File: config.mk
export PLATFORM = sky130hd
export DESIGN_NAME = blp_ctrl
export DESIGN_NICKNAME = d
export VERILOG_FILES = /design/src/verilog/blp_pkg.sv /design/src/verilog/blp_ctrl.sv
export SDC_FILE = /design/constraint.sdc
export NUM_CORES = 1
export LEC_CHECK = 0
export BUFFER_PORTS_ARGS = -buffer_cell sky130_fd_sc_hd__buf_2
export CORE_MARGIN = 5
export CORE_UTILIZATION = 35
export DETAILED_ROUTE_END_ITERATION = 10
export GPL_TIMING_DRIVEN = 0
export PLACE_DENSITY = 0.69
export REMOVE_ABC_BUFFERS = 1
export SYNTH_ARGS = -nofsm -noshare
export SYNTH_HDL_FRONTEND = slang
export SYNTH_SLANG_ARGS = --single-unit
File: constraint.sdc
create_clock -name i_sys_clk -period 1.55 [get_ports i_sys_clk]
set_input_delay 0.0775 -clock i_sys_clk [delete_from_list [all_inputs] [get_ports i_sys_clk]]
set_output_delay 0.0775 -clock i_sys_clk [all_outputs]
set_load 0.02 [all_outputs]
File: src/verilog/blp_pkg.sv
// Package for the break, low-power and reset-cause control block
package blp_pkg;
   // ****************************************************************
   // Register map (printed offsets are not all multiples of four,
   // so they are register indices; byte address is four times)
   // ****************************************************************
   localparam logic [15:0] BLP_IDX_BREAK_STATUS    = 16'hfe00;
   localparam logic [15:0] BLP_IDX_RESET_CAUSE     = 16'hfe01;
   localparam logic [15:0] BLP_IDX_BREAK_FLAG_CTRL = 16'hfe03;
   localparam logic [17:0] BLP_ADDR_BREAK_STATUS    = {BLP_IDX_BREAK_STATUS, 2'b00};
   localparam logic [17:0] BLP_ADDR_RESET_CAUSE     = {BLP_IDX_RESET_CAUSE, 2'b00};
   localparam logic [17:0] BLP_ADDR_BREAK_FLAG_CTRL = {BLP_IDX_BREAK_FLAG_CTRL, 2'b00};
   // ****************************************************************
   // Field positions
   // ****************************************************************
   localparam int BLP_BIT_BW   = 1;
   localparam int BLP_BIT_FLAG_CLEAR_IN_BREAK_ENABLE = 7;
   localparam int BLP_BIT_POR  = 7;
   localparam int BLP_BIT_PIN  = 6;
   localparam int BLP_BIT_WDOG = 5;
   localparam int BLP_BIT_ILLEGAL_OPCODE_FLAG = 4;
   localparam int BLP_BIT_ILLEGAL_ADDRESS_FLAG = 3;
   localparam int BLP_BIT_LVR  = 1;
   localparam logic [7:0] BLP_RST_VAL = 8'h00;
   // ****************************************************************
   // Timing
   // ****************************************************************
   localparam int          BLP_CNT_W      = 13;
   localparam logic [12:0] BLP_REC_LONG   = 13'h1000;
   localparam logic [12:0] BLP_REC_SHORT  = 13'h0020;
   // ****************************************************************
   // Types
   // ****************************************************************
   typedef enum logic [1:0] {
      BLP_RUN  = 2'b00,
      BLP_WAIT = 2'b01,
      BLP_STOP = 2'b10,
      BLP_REC  = 2'b11
   } blp_state_e;
   typedef struct packed {
      logic por;
      logic pin;
      logic wdog;
      logic illegal_opcode_flag;
      logic illegal_address_flag;
      logic lvr;
   } blp_rst_src_s;
   typedef struct packed {
      logic cpu_clk_en;
      logic per_clk_en;
      logic base_clk_en;
      logic xtal_clk_en;
   } blp_clk_s;
endpackage : blp_pkg

File: src/verilog/blp_ctrl.sv
// Break entry, flag protection, wait/stop sequencing and status registers
// Summary of operation
// - Break request outside stop and recovery forces the processor to the software-interrupt vector.
// - In break with clear enable low, other modules' flag clears are blocked.
// - A flag cleared in break with clearing enabled stays cleared afterwards.
// - Two-step clears stay blocked in break with clear enable low; second step after break clears.
// - Wait or stop clears the interrupt mask and stops processor clocks.
// - Wait gates processor clocks while peripheral clocks keep running.
// - Enabled interrupt wakes wait; stacking starts one cycle later.
// - Reset or break also ends wait; break sets break-exited-wait flag.
// - Watchdog disable option zero keeps watchdog running during wait.
// - Stop resets recovery counter and disables base and crystal clocks.
// - Stop ends on interrupt or reset; stacking waits for recovery.
// - Recovery is 4096 crystal cycles normally, 32 with short option.
// - Break module is inactive in stop; its registers are unchanged.
// - Recovery counter held reset in stop, then times recovery.
// - Three registers decoded: break status, reset cause, flag control.
// - Break-exited-wait flag reads one, cleared by writing zero or reset.
// - Reading reset cause clears it; power-on sets only its own flag.
// - Reset cause holds power-on, pin, watchdog, opcode, address, voltage.
// - Flag clear enable is read/write and gates clears during break.
// - Recovery counter is 13 bits, on the crystal clock falling edge.
`timescale 1ns/1ps
`default_nettype none
module blp_ctrl (
   input  wire logic                  i_sys_clk,
   input  wire logic                  i_rst_b,
   input  wire logic                  i_psel,
   input  wire logic                  i_penable,
   input  wire logic                  i_pwrite,
   input  wire logic [17:0]           i_paddr,
   input  wire logic [31:0]           i_pwdata,
   output logic                       o_pready,
   output logic [31:0]                o_prdata,
   output logic                       o_pslverr,
   input  wire logic                  i_break_req,
   input  wire logic                  i_wait_instr,
   input  wire logic                  i_stop_instr,
   input  wire logic                  i_irq_pending,
   input  wire logic                  i_xtal_fall,
   input  wire logic                  i_short_stop_recovery_select,
   input  wire logic                  i_watchdog_disable_option,
   input  wire blp_pkg::blp_rst_src_s i_rst_src,
   input  wire logic                  i_flag_clear_req,
   input  wire logic                  i_two_step_second,
   output logic                       o_force_swi_vector,
   output logic                       o_clear_imask,
   output logic                       o_stack_start,
   output blp_pkg::blp_clk_s          o_clk_en,
   output logic                       o_watchdog_run,
   output logic                       o_break_module_en,
   output logic                       o_flag_clear_allow,
   output logic                       o_in_break
);
   import blp_pkg::*;

   // ****************************************************************
   // Bus decode
   // ****************************************************************
   wire logic acc      = i_psel & i_penable;
   wire logic hit_bs   = i_paddr == BLP_ADDR_BREAK_STATUS;
   wire logic hit_rc   = i_paddr == BLP_ADDR_RESET_CAUSE;
   wire logic hit_fc   = i_paddr == BLP_ADDR_BREAK_FLAG_CTRL;
   wire logic hit_any  = hit_bs | hit_rc | hit_fc;
   // Writes and read-clear land on the edge that completes the access
   wire logic wr_bs    = acc & i_pwrite & hit_bs & o_pready;
   wire logic wr_fc    = acc & i_pwrite & hit_fc & o_pready;
   wire logic rd_rc    = acc & ~i_pwrite & hit_rc & o_pready;

   // ****************************************************************
   // State
   // ****************************************************************
   blp_state_e     state_r, state_nxt;
   logic [12:0]    rec_cnt_r, rec_cnt_nxt;
   logic           bw_r, flag_clear_in_break_enable_r, in_break_r;
   logic [7:0]     rc_r, rc_nxt;
   logic           rc_loaded_r;

   wire logic [12:0] rec_target = i_short_stop_recovery_select ?
                                  BLP_REC_SHORT : BLP_REC_LONG;
   wire logic rec_done = rec_cnt_r == rec_target - 13'h0001;
   wire logic wait_break = (state_r == BLP_WAIT) & i_break_req;
   wire logic wait_wake  = (state_r == BLP_WAIT) & i_irq_pending;

   always_comb begin
      state_nxt = state_r;
      case (state_r)
         BLP_RUN: begin
            if (i_stop_instr) begin
               state_nxt = BLP_STOP;
            end else if (i_wait_instr) begin
               state_nxt = BLP_WAIT;
            end
         end
         BLP_WAIT: begin
            if (i_irq_pending | i_break_req) begin
               state_nxt = BLP_RUN;
            end
         end
         BLP_STOP: begin
            if (i_irq_pending) begin
               state_nxt = BLP_REC;
            end
         end
         BLP_REC: begin
            if (i_xtal_fall & rec_done) begin
               state_nxt = BLP_RUN;
            end
         end
         default: state_nxt = BLP_RUN;
      endcase
   end

   // Counter is held clear in stop and counts crystal falling edges after
   always_comb begin
      rec_cnt_nxt = rec_cnt_r;
      if (state_r != BLP_REC) begin
         rec_cnt_nxt = 13'h0000;
      end else if (i_xtal_fall) begin
         rec_cnt_nxt = rec_cnt_r + 13'h0001;
      end
   end

   // Reset cause: loaded once after release, cleared on read
   always_comb begin
      rc_nxt = rc_r;
      if (!rc_loaded_r) begin
         rc_nxt = 8'h00;
         if (i_rst_src.por) begin
            rc_nxt[BLP_BIT_POR] = 1'b1;
         end else begin
            rc_nxt[BLP_BIT_PIN]  = i_rst_src.pin;
            rc_nxt[BLP_BIT_WDOG] = i_rst_src.wdog;
            rc_nxt[BLP_BIT_ILLEGAL_OPCODE_FLAG] = i_rst_src.illegal_opcode_flag;
            rc_nxt[BLP_BIT_ILLEGAL_ADDRESS_FLAG] = i_rst_src.illegal_address_flag;
            rc_nxt[BLP_BIT_LVR]  = i_rst_src.lvr;
         end
      end else if (rd_rc) begin
         rc_nxt = 8'h00;
      end
   end

   wire logic [7:0] rd_mux = hit_bs ? {6'h00, bw_r, 1'b0} :
                             hit_rc ? rc_r :
                             hit_fc ? {flag_clear_in_break_enable_r, 7'h00} : 8'h00;

   always_ff @(posedge i_sys_clk or negedge i_rst_b) begin
      if (!i_rst_b) begin
         state_r     <= BLP_RUN;
         rec_cnt_r   <= 13'h0000;
         rc_r        <= BLP_RST_VAL;
         rc_loaded_r <= 1'b0;
      end else begin
         state_r     <= state_nxt;
         rec_cnt_r   <= rec_cnt_nxt;
         rc_r        <= rc_nxt;
         rc_loaded_r <= 1'b1;
      end
   end

   // ****************************************************************
   // Break status, flag control and break tracking
   // ****************************************************************
   always_ff @(posedge i_sys_clk or negedge i_rst_b) begin
      if (!i_rst_b) begin
         bw_r            <= 1'b0;
         flag_clear_in_break_enable_r          <= 1'b0;
         in_break_r      <= 1'b0;
      end else begin
         // Set wins over a software clear in the same cycle
         if (wait_break) begin
            bw_r <= 1'b1;
         end else if (wr_bs & ~i_pwdata[BLP_BIT_BW]) begin
            bw_r <= 1'b0;
         end
         if (wr_fc) begin
            flag_clear_in_break_enable_r <= i_pwdata[BLP_BIT_FLAG_CLEAR_IN_BREAK_ENABLE];
         end
         if (i_break_req & (state_r != BLP_STOP) & (state_r != BLP_REC)) begin
            in_break_r <= 1'b1;
         end else if (i_irq_pending & ~i_break_req) begin
            in_break_r <= 1'b0;
         end
      end
   end

   // ****************************************************************
   // Outputs
   // ****************************************************************
   wire logic clear_ok = ~in_break_r | flag_clear_in_break_enable_r;
   wire logic low_pwr_entry = (state_r == BLP_RUN) &
                              (i_wait_instr | i_stop_instr);

   always_ff @(posedge i_sys_clk or negedge i_rst_b) begin
      if (!i_rst_b) begin
         o_pready           <= 1'b0;
         o_prdata           <= 32'h0000_0000;
         o_pslverr          <= 1'b0;
         o_force_swi_vector <= 1'b0;
         o_clear_imask      <= 1'b0;
         o_stack_start      <= 1'b0;
         o_clk_en           <= '{1'b1, 1'b1, 1'b1, 1'b1};
         o_watchdog_run     <= 1'b0;
         o_break_module_en  <= 1'b1;
         o_flag_clear_allow <= 1'b1;
         o_in_break         <= 1'b0;
      end else begin
         o_pready  <= acc & ~o_pready;
         o_prdata  <= (acc & ~i_pwrite & ~o_pready) ?
                      {24'h00_0000, rd_mux} : 32'h0000_0000;
         o_pslverr <= acc & ~o_pready & ~hit_any;
         o_force_swi_vector <= i_break_req & (state_r != BLP_STOP)
                               & (state_r != BLP_REC);
         o_clear_imask      <= low_pwr_entry;
         o_stack_start      <= wait_wake | ((state_r == BLP_REC)
                               & i_xtal_fall & rec_done);
         o_clk_en.cpu_clk_en  <= state_nxt == BLP_RUN;
         o_clk_en.per_clk_en  <= (state_nxt == BLP_RUN)
                                 | (state_nxt == BLP_WAIT);
         o_clk_en.base_clk_en <= state_nxt != BLP_STOP;
         o_clk_en.xtal_clk_en <= state_nxt != BLP_STOP;
         o_watchdog_run     <= ~i_watchdog_disable_option
                               & (state_nxt != BLP_STOP);
         o_break_module_en  <= (state_nxt != BLP_STOP)
                               & (state_nxt != BLP_REC);
         // Second step of a two-step clear stays blocked in break while clear enable is low
         o_flag_clear_allow <= clear_ok
                               & ~(in_break_r & i_two_step_second
                               & ~flag_clear_in_break_enable_r);
         o_in_break         <= in_break_r;
      end
   end
endmodule : blp_ctrl
`default_nettype wire

# After elaboration in Yosys (flattened, before gate mapping)
# Cells that the tools add are included.
[totals] ff_bits=47 in_bits=70 out_inout_bits=45 word_cells=105
[classes] add_sub_neg=2 n_eq_ne=13 n_mux=22 n_bitwise=43 n_reduce_logical=5
[op_table] operator="$eq A18 B18 Y1 const B" count=3
[op_table] operator="$mux W8" count=6
[op_table] operator="$mux W13" count=3
[op_table] operator="$and A1 B1 Y1" count=27
[op_table] operator="$add A13 B1 Y13 const B" count=1
[op_table] operator="$eq A13 B13 Y1" count=1
[op_table] operator="$sub A13 B1 Y13 const B" count=1
[op_table] operator="$mux W2" count=5
[op_table] operator="$ne A2 B2 Y1 const B" count=5
[op_table] operator="$not A1 Y1" count=9
[op_table] operator="$pmux W2 S4" count=1
[op_table] operator="$or A1 B1 Y1" count=7
[op_table] operator="$mux W1" count=6
[op_table] operator="$reduce_bool A2 Y1" count=3
[op_table] operator="$eq A2 B1 Y1 const B" count=2
[op_table] operator="$eq A2 B2 Y1 const B" count=2
[op_table] operator="$logic_not A2 Y1" count=2
[op_table] operator="$mux W4" count=1

# Logic depth before layout (Yosys ltp)
[logic_depth] depth_word=8 mapped_depth=5 depth_no_buf=5

# Worst setup path after synthesis
# Ideal clock, no wire load.
[synth_path] path_kind="register to register" startpoint="reg rec_cnt_r[0]" endpoint="reg rec_cnt_r[12]" setup_time_ps=132 arrival_time_ps=1412 t_required_ps=1418 path_slack_ps=6 stages_incl_launch_ff=6 synth_period_minus_slack_ps=1544 path_cell_list="dfrtp_1 > ha_1 > and4_1 > or4b_1 > xor2_1 > nor2_1"
[synth_via] elab_chain_len=3
[synth_lines] element="from (decl)" line="blp_ctrl.sv:74" source="logic [12:0] rec_cnt_r, rec_cnt_nxt;"
[synth_lines] element="from (signal assigned)" line="blp_ctrl.sv:155" source="rec_cnt_r <= rec_cnt_nxt;"
[synth_lines] element="$add A13 B1 Y13" line="blp_ctrl.sv:120" source="rec_cnt_nxt = rec_cnt_r + 13'h0001;"
[synth_lines] element="$mux W13" line="blp_ctrl.sv:119" source="end else if (i_xtal_fall) begin"
[synth_lines] element="$mux W13" line="blp_ctrl.sv:117" source="if (state_r != BLP_REC) begin"
# Every way passes these cells. The select of a mux whose other input is x is not followed.
# A chain may end at the register's enable or synchronous reset.

# Worst setup path in the final report
# Same ends and word-level chain as after synthesis.

==> metrics <==
PortBufs=56; RR Startpoint=rec_cnt_r[0]; Critical Path End=rec_cnt_r[12]; Placer Congestion=slightly below 0.8; Clk Latency, worst-skew pair=0.29 ns; cell taking the most area after synthesis=dfrtp_1; Syn Area/Cell=roughly 10 um2; ANT cells=0; Syn Std Cell Area=2100 um2; largest net degree at the start of global routing=44; layout cell share with drive strength beyond 1=0.323; FMAX=approximately 0.66 GHz; final clock skew=0.00565 ns; synth top area cells=dfrtp_1 45%, buf_4 9.7%, dfstp_2 6.3%, nor2_1 3.9%, xor2_1 2.5%; Seq/Total Area, Yosys=0.516; top cell type's share of synthesized area=0.453; TritonRoute pass-1 iters=4; Area Growth Syn to Fin=22.7%; total clock buffers created by CTS=5; antenna violations before repair=0; FF-to-FF setup slack=between 0.03 and 0.04 ns; period utilization=0.977; most common flop cell mapped by yosys=dfrtp_1; DR DRC count=0; Design Area, Final=2570 um2; Fin. Hold Viols=0; depth of the most critical reg-to-reg path=5; Crit. End Element=flip-flop; setup violators final=0; Vias per Instance=around 4.6; vias post-DR=1586; Post-synth EDFFs=0; Routed WL=4150 um; fin nets=between 300 and 400; Critical path origin=rec_cnt_r[0]; RSZ-0062 raised after global routing=true; initial DRC count=42; Pleak=1.27 nW; Chip Height=around 90 um; FF/Latch Area=approximately 1100 um2; post-DR wirelength/cell=12.1 um; Final Slew Violations=0; area of the multi-input gates=about 880 um2; worst vdd ir=0.000645 V; Starting Density=0.356; core area=5890 um2; total of max-cap violations=0; final non-filler cell total=around 340; number of global-route vias before repair=1450; top post-synthesis cells by count=38 x dfrtp_1, 27 x buf_4, 22 x nor2_1, 9 x inv_1, 9 x nand2_1; Warnings, synthesis=0; GRT Util Overall=0.108; CP required=1.74 ns; #FFs+latches synth=between 40 and 50; Congestion Overflow GR=0; status=completed; Mapped Cells=202; die width=approximately 87 um; r2r endpoint=rec_cnt_r[12]; PwrDens=about 1100 nW/um2; WP data arrival=~1.7 ns; placed cell areas=2330 um2; Hold Crit Class=input port to flip-flop; CTS tree=built; worst-path fanout max=5; placed insts=roughly 330; Tmin final=approximately 1.5 ns; dpl hpwl=3100 um; # fillers=569; Worst-path clk slew=roughly 0.080 ns; slew margin rel.=0.393; Clock Tree Buf Depth=2; hold slack=0.0126 ns; Die Area=7640 um2; cell with the most instances after synthesis=dfrtp_1; first-pass GRT wire length=approximately 6500 um; ANT nets after route=0; post-synthesis async set-or-reset flop share=1.00; clk sinks=43; H-tree levels=2; FP Rows=28; Worst-Margin Slew=0.910 ns; Crit Path Class=flip-flop to flip-flop; Critical Path Start Type=flip-flop; clock root buffer=clkbuf_8; synth unique cells=46; io pins=roughly 120
==> flip-flops by register name, summed over array words and instances, names as in the netlist, 2 cells and up <==
signal / cells
rec_cnt_r: 13
o_prdata: 6
rc_r: 6
o_clk_en: 3
state_r: 2
==> metrics by stage <==
stage	setup TNS, ns	utilization	total power (W)	setup WS (ns)
2_1_floorplan	0	-	0.00170	0.00382
3_3_place_gp	-0.585	0.396	0.00187	-0.286
3_5_place_dp	-0.643	0.396	0.00188	-0.324
4_1_cts	0	0.426	0.00270	0.0156
5_1_grt	-0.0363	0.437	0.00288	-0.0268
6_report	0	0.437	0.00271	0.0354
==> cell families after synthesis <==
group | after synthesis | share of synthesized area
buf+inv | 42 | 0.128
compound gates | 25 | 0.0865
mux | 4 | 0.0203
xor+xnor | 10 | 0.0418
simple gates | 75 | 0.197
flops | 43 | 0.516
other cells | 2 | 0.00358
fa+ha+maj | 1 | 0.00597
==> where the power goes <==
group / switching, W / internal (W)
Sequential: 0.000123 / 0.00125
Combinational: 0.000354 / 0.000241
Clock: 0.000383 / 0.000364
==> cell usage in the layout, fill, tap and decap left out, types with 2 or more instances in the layout <==
master / count
nand2b_1: 2
clkbuf_8: 6
xnor2_1: 4
conb_1: 27
and3_1: 2
nand2_1: 8
dfrtp_2: 2
nor2b_1: 3
buf_2: 56
buf_4: 5
a32o_1: 5
a31o_1: 2
inv_1: 9
dfstp_2: 5
dfrtp_1: 36
or3_1: 2
mux2i_1: 2
nand4_1: 7
nor4_1: 3
and4_1: 3
nor4bb_1: 2
nor2_1: 22
dlygate4sd3_1: 6
nor3_1: 5
xor2_1: 6
and4b_1: 2
o21ai_0: 2
nand3_1: 5
a21oi_1: 8
==> worst max-delay path: stages, from the launching register on <==
cell and delay [ns]:
dfrtp_1 0.40, ha_4 0.17, and4_1 0.19, or4b_4 0.46, xor2_1 0.14, nor2_1 0.05
==> how the worst min path moves through the flow <==
stage                                    startpoint             end  cells after the start
after global routing                   i_rst_src[1]         rc_r[3]                      2
after floorplan                             i_rst_b            bw_r                      0
after detailed placement  i_watchdog_disable_option  o_watchdog_run                      2
after global placement    i_watchdog_disable_option  o_watchdog_run                      2
final                                  i_rst_src[4]         rc_r[6]                      2
after CTS                              i_rst_src[2]         rc_r[4]                      2
==> repair_timing <==
item                       4_1_cts  5_1_grt
hold endpoints to repair        42        1
buffers inserted                 2        3
setup endpoints to repair        3        8
gates resized for setup          4        7
hold buffers                     5        1
pin swaps                        0        0
cloned                           0        0
==> routing by layer <==
| layer | GRT usage | wire length, um | up-vias |
|---|---|---|---|
| li1 | - | - | 783 |
| met1 | 0.136 | 1720 | 748 |
| met2 | 0.177 | 2080 | 53 |
| met3 | 0.0378 | 339 | 2 |
| met4 | 0.0251 | 14 | 0 |
| met5 | 0 | 0 | - |
==> layout make-up <==
class / instances / area share
Multi-Input combinational cell: 142 / 0.343
Sequential cell: 43 / 0.422
Clock inverter: 2 / 0.00632
Tap cell: 75 / 0.0365
Timing Repair Buffer: 67 / 0.147
Clock buffer: 6 / 0.0321
Inverter: 9 / 0.0131
No activity file was read; power rests on OpenSTA's default activity.
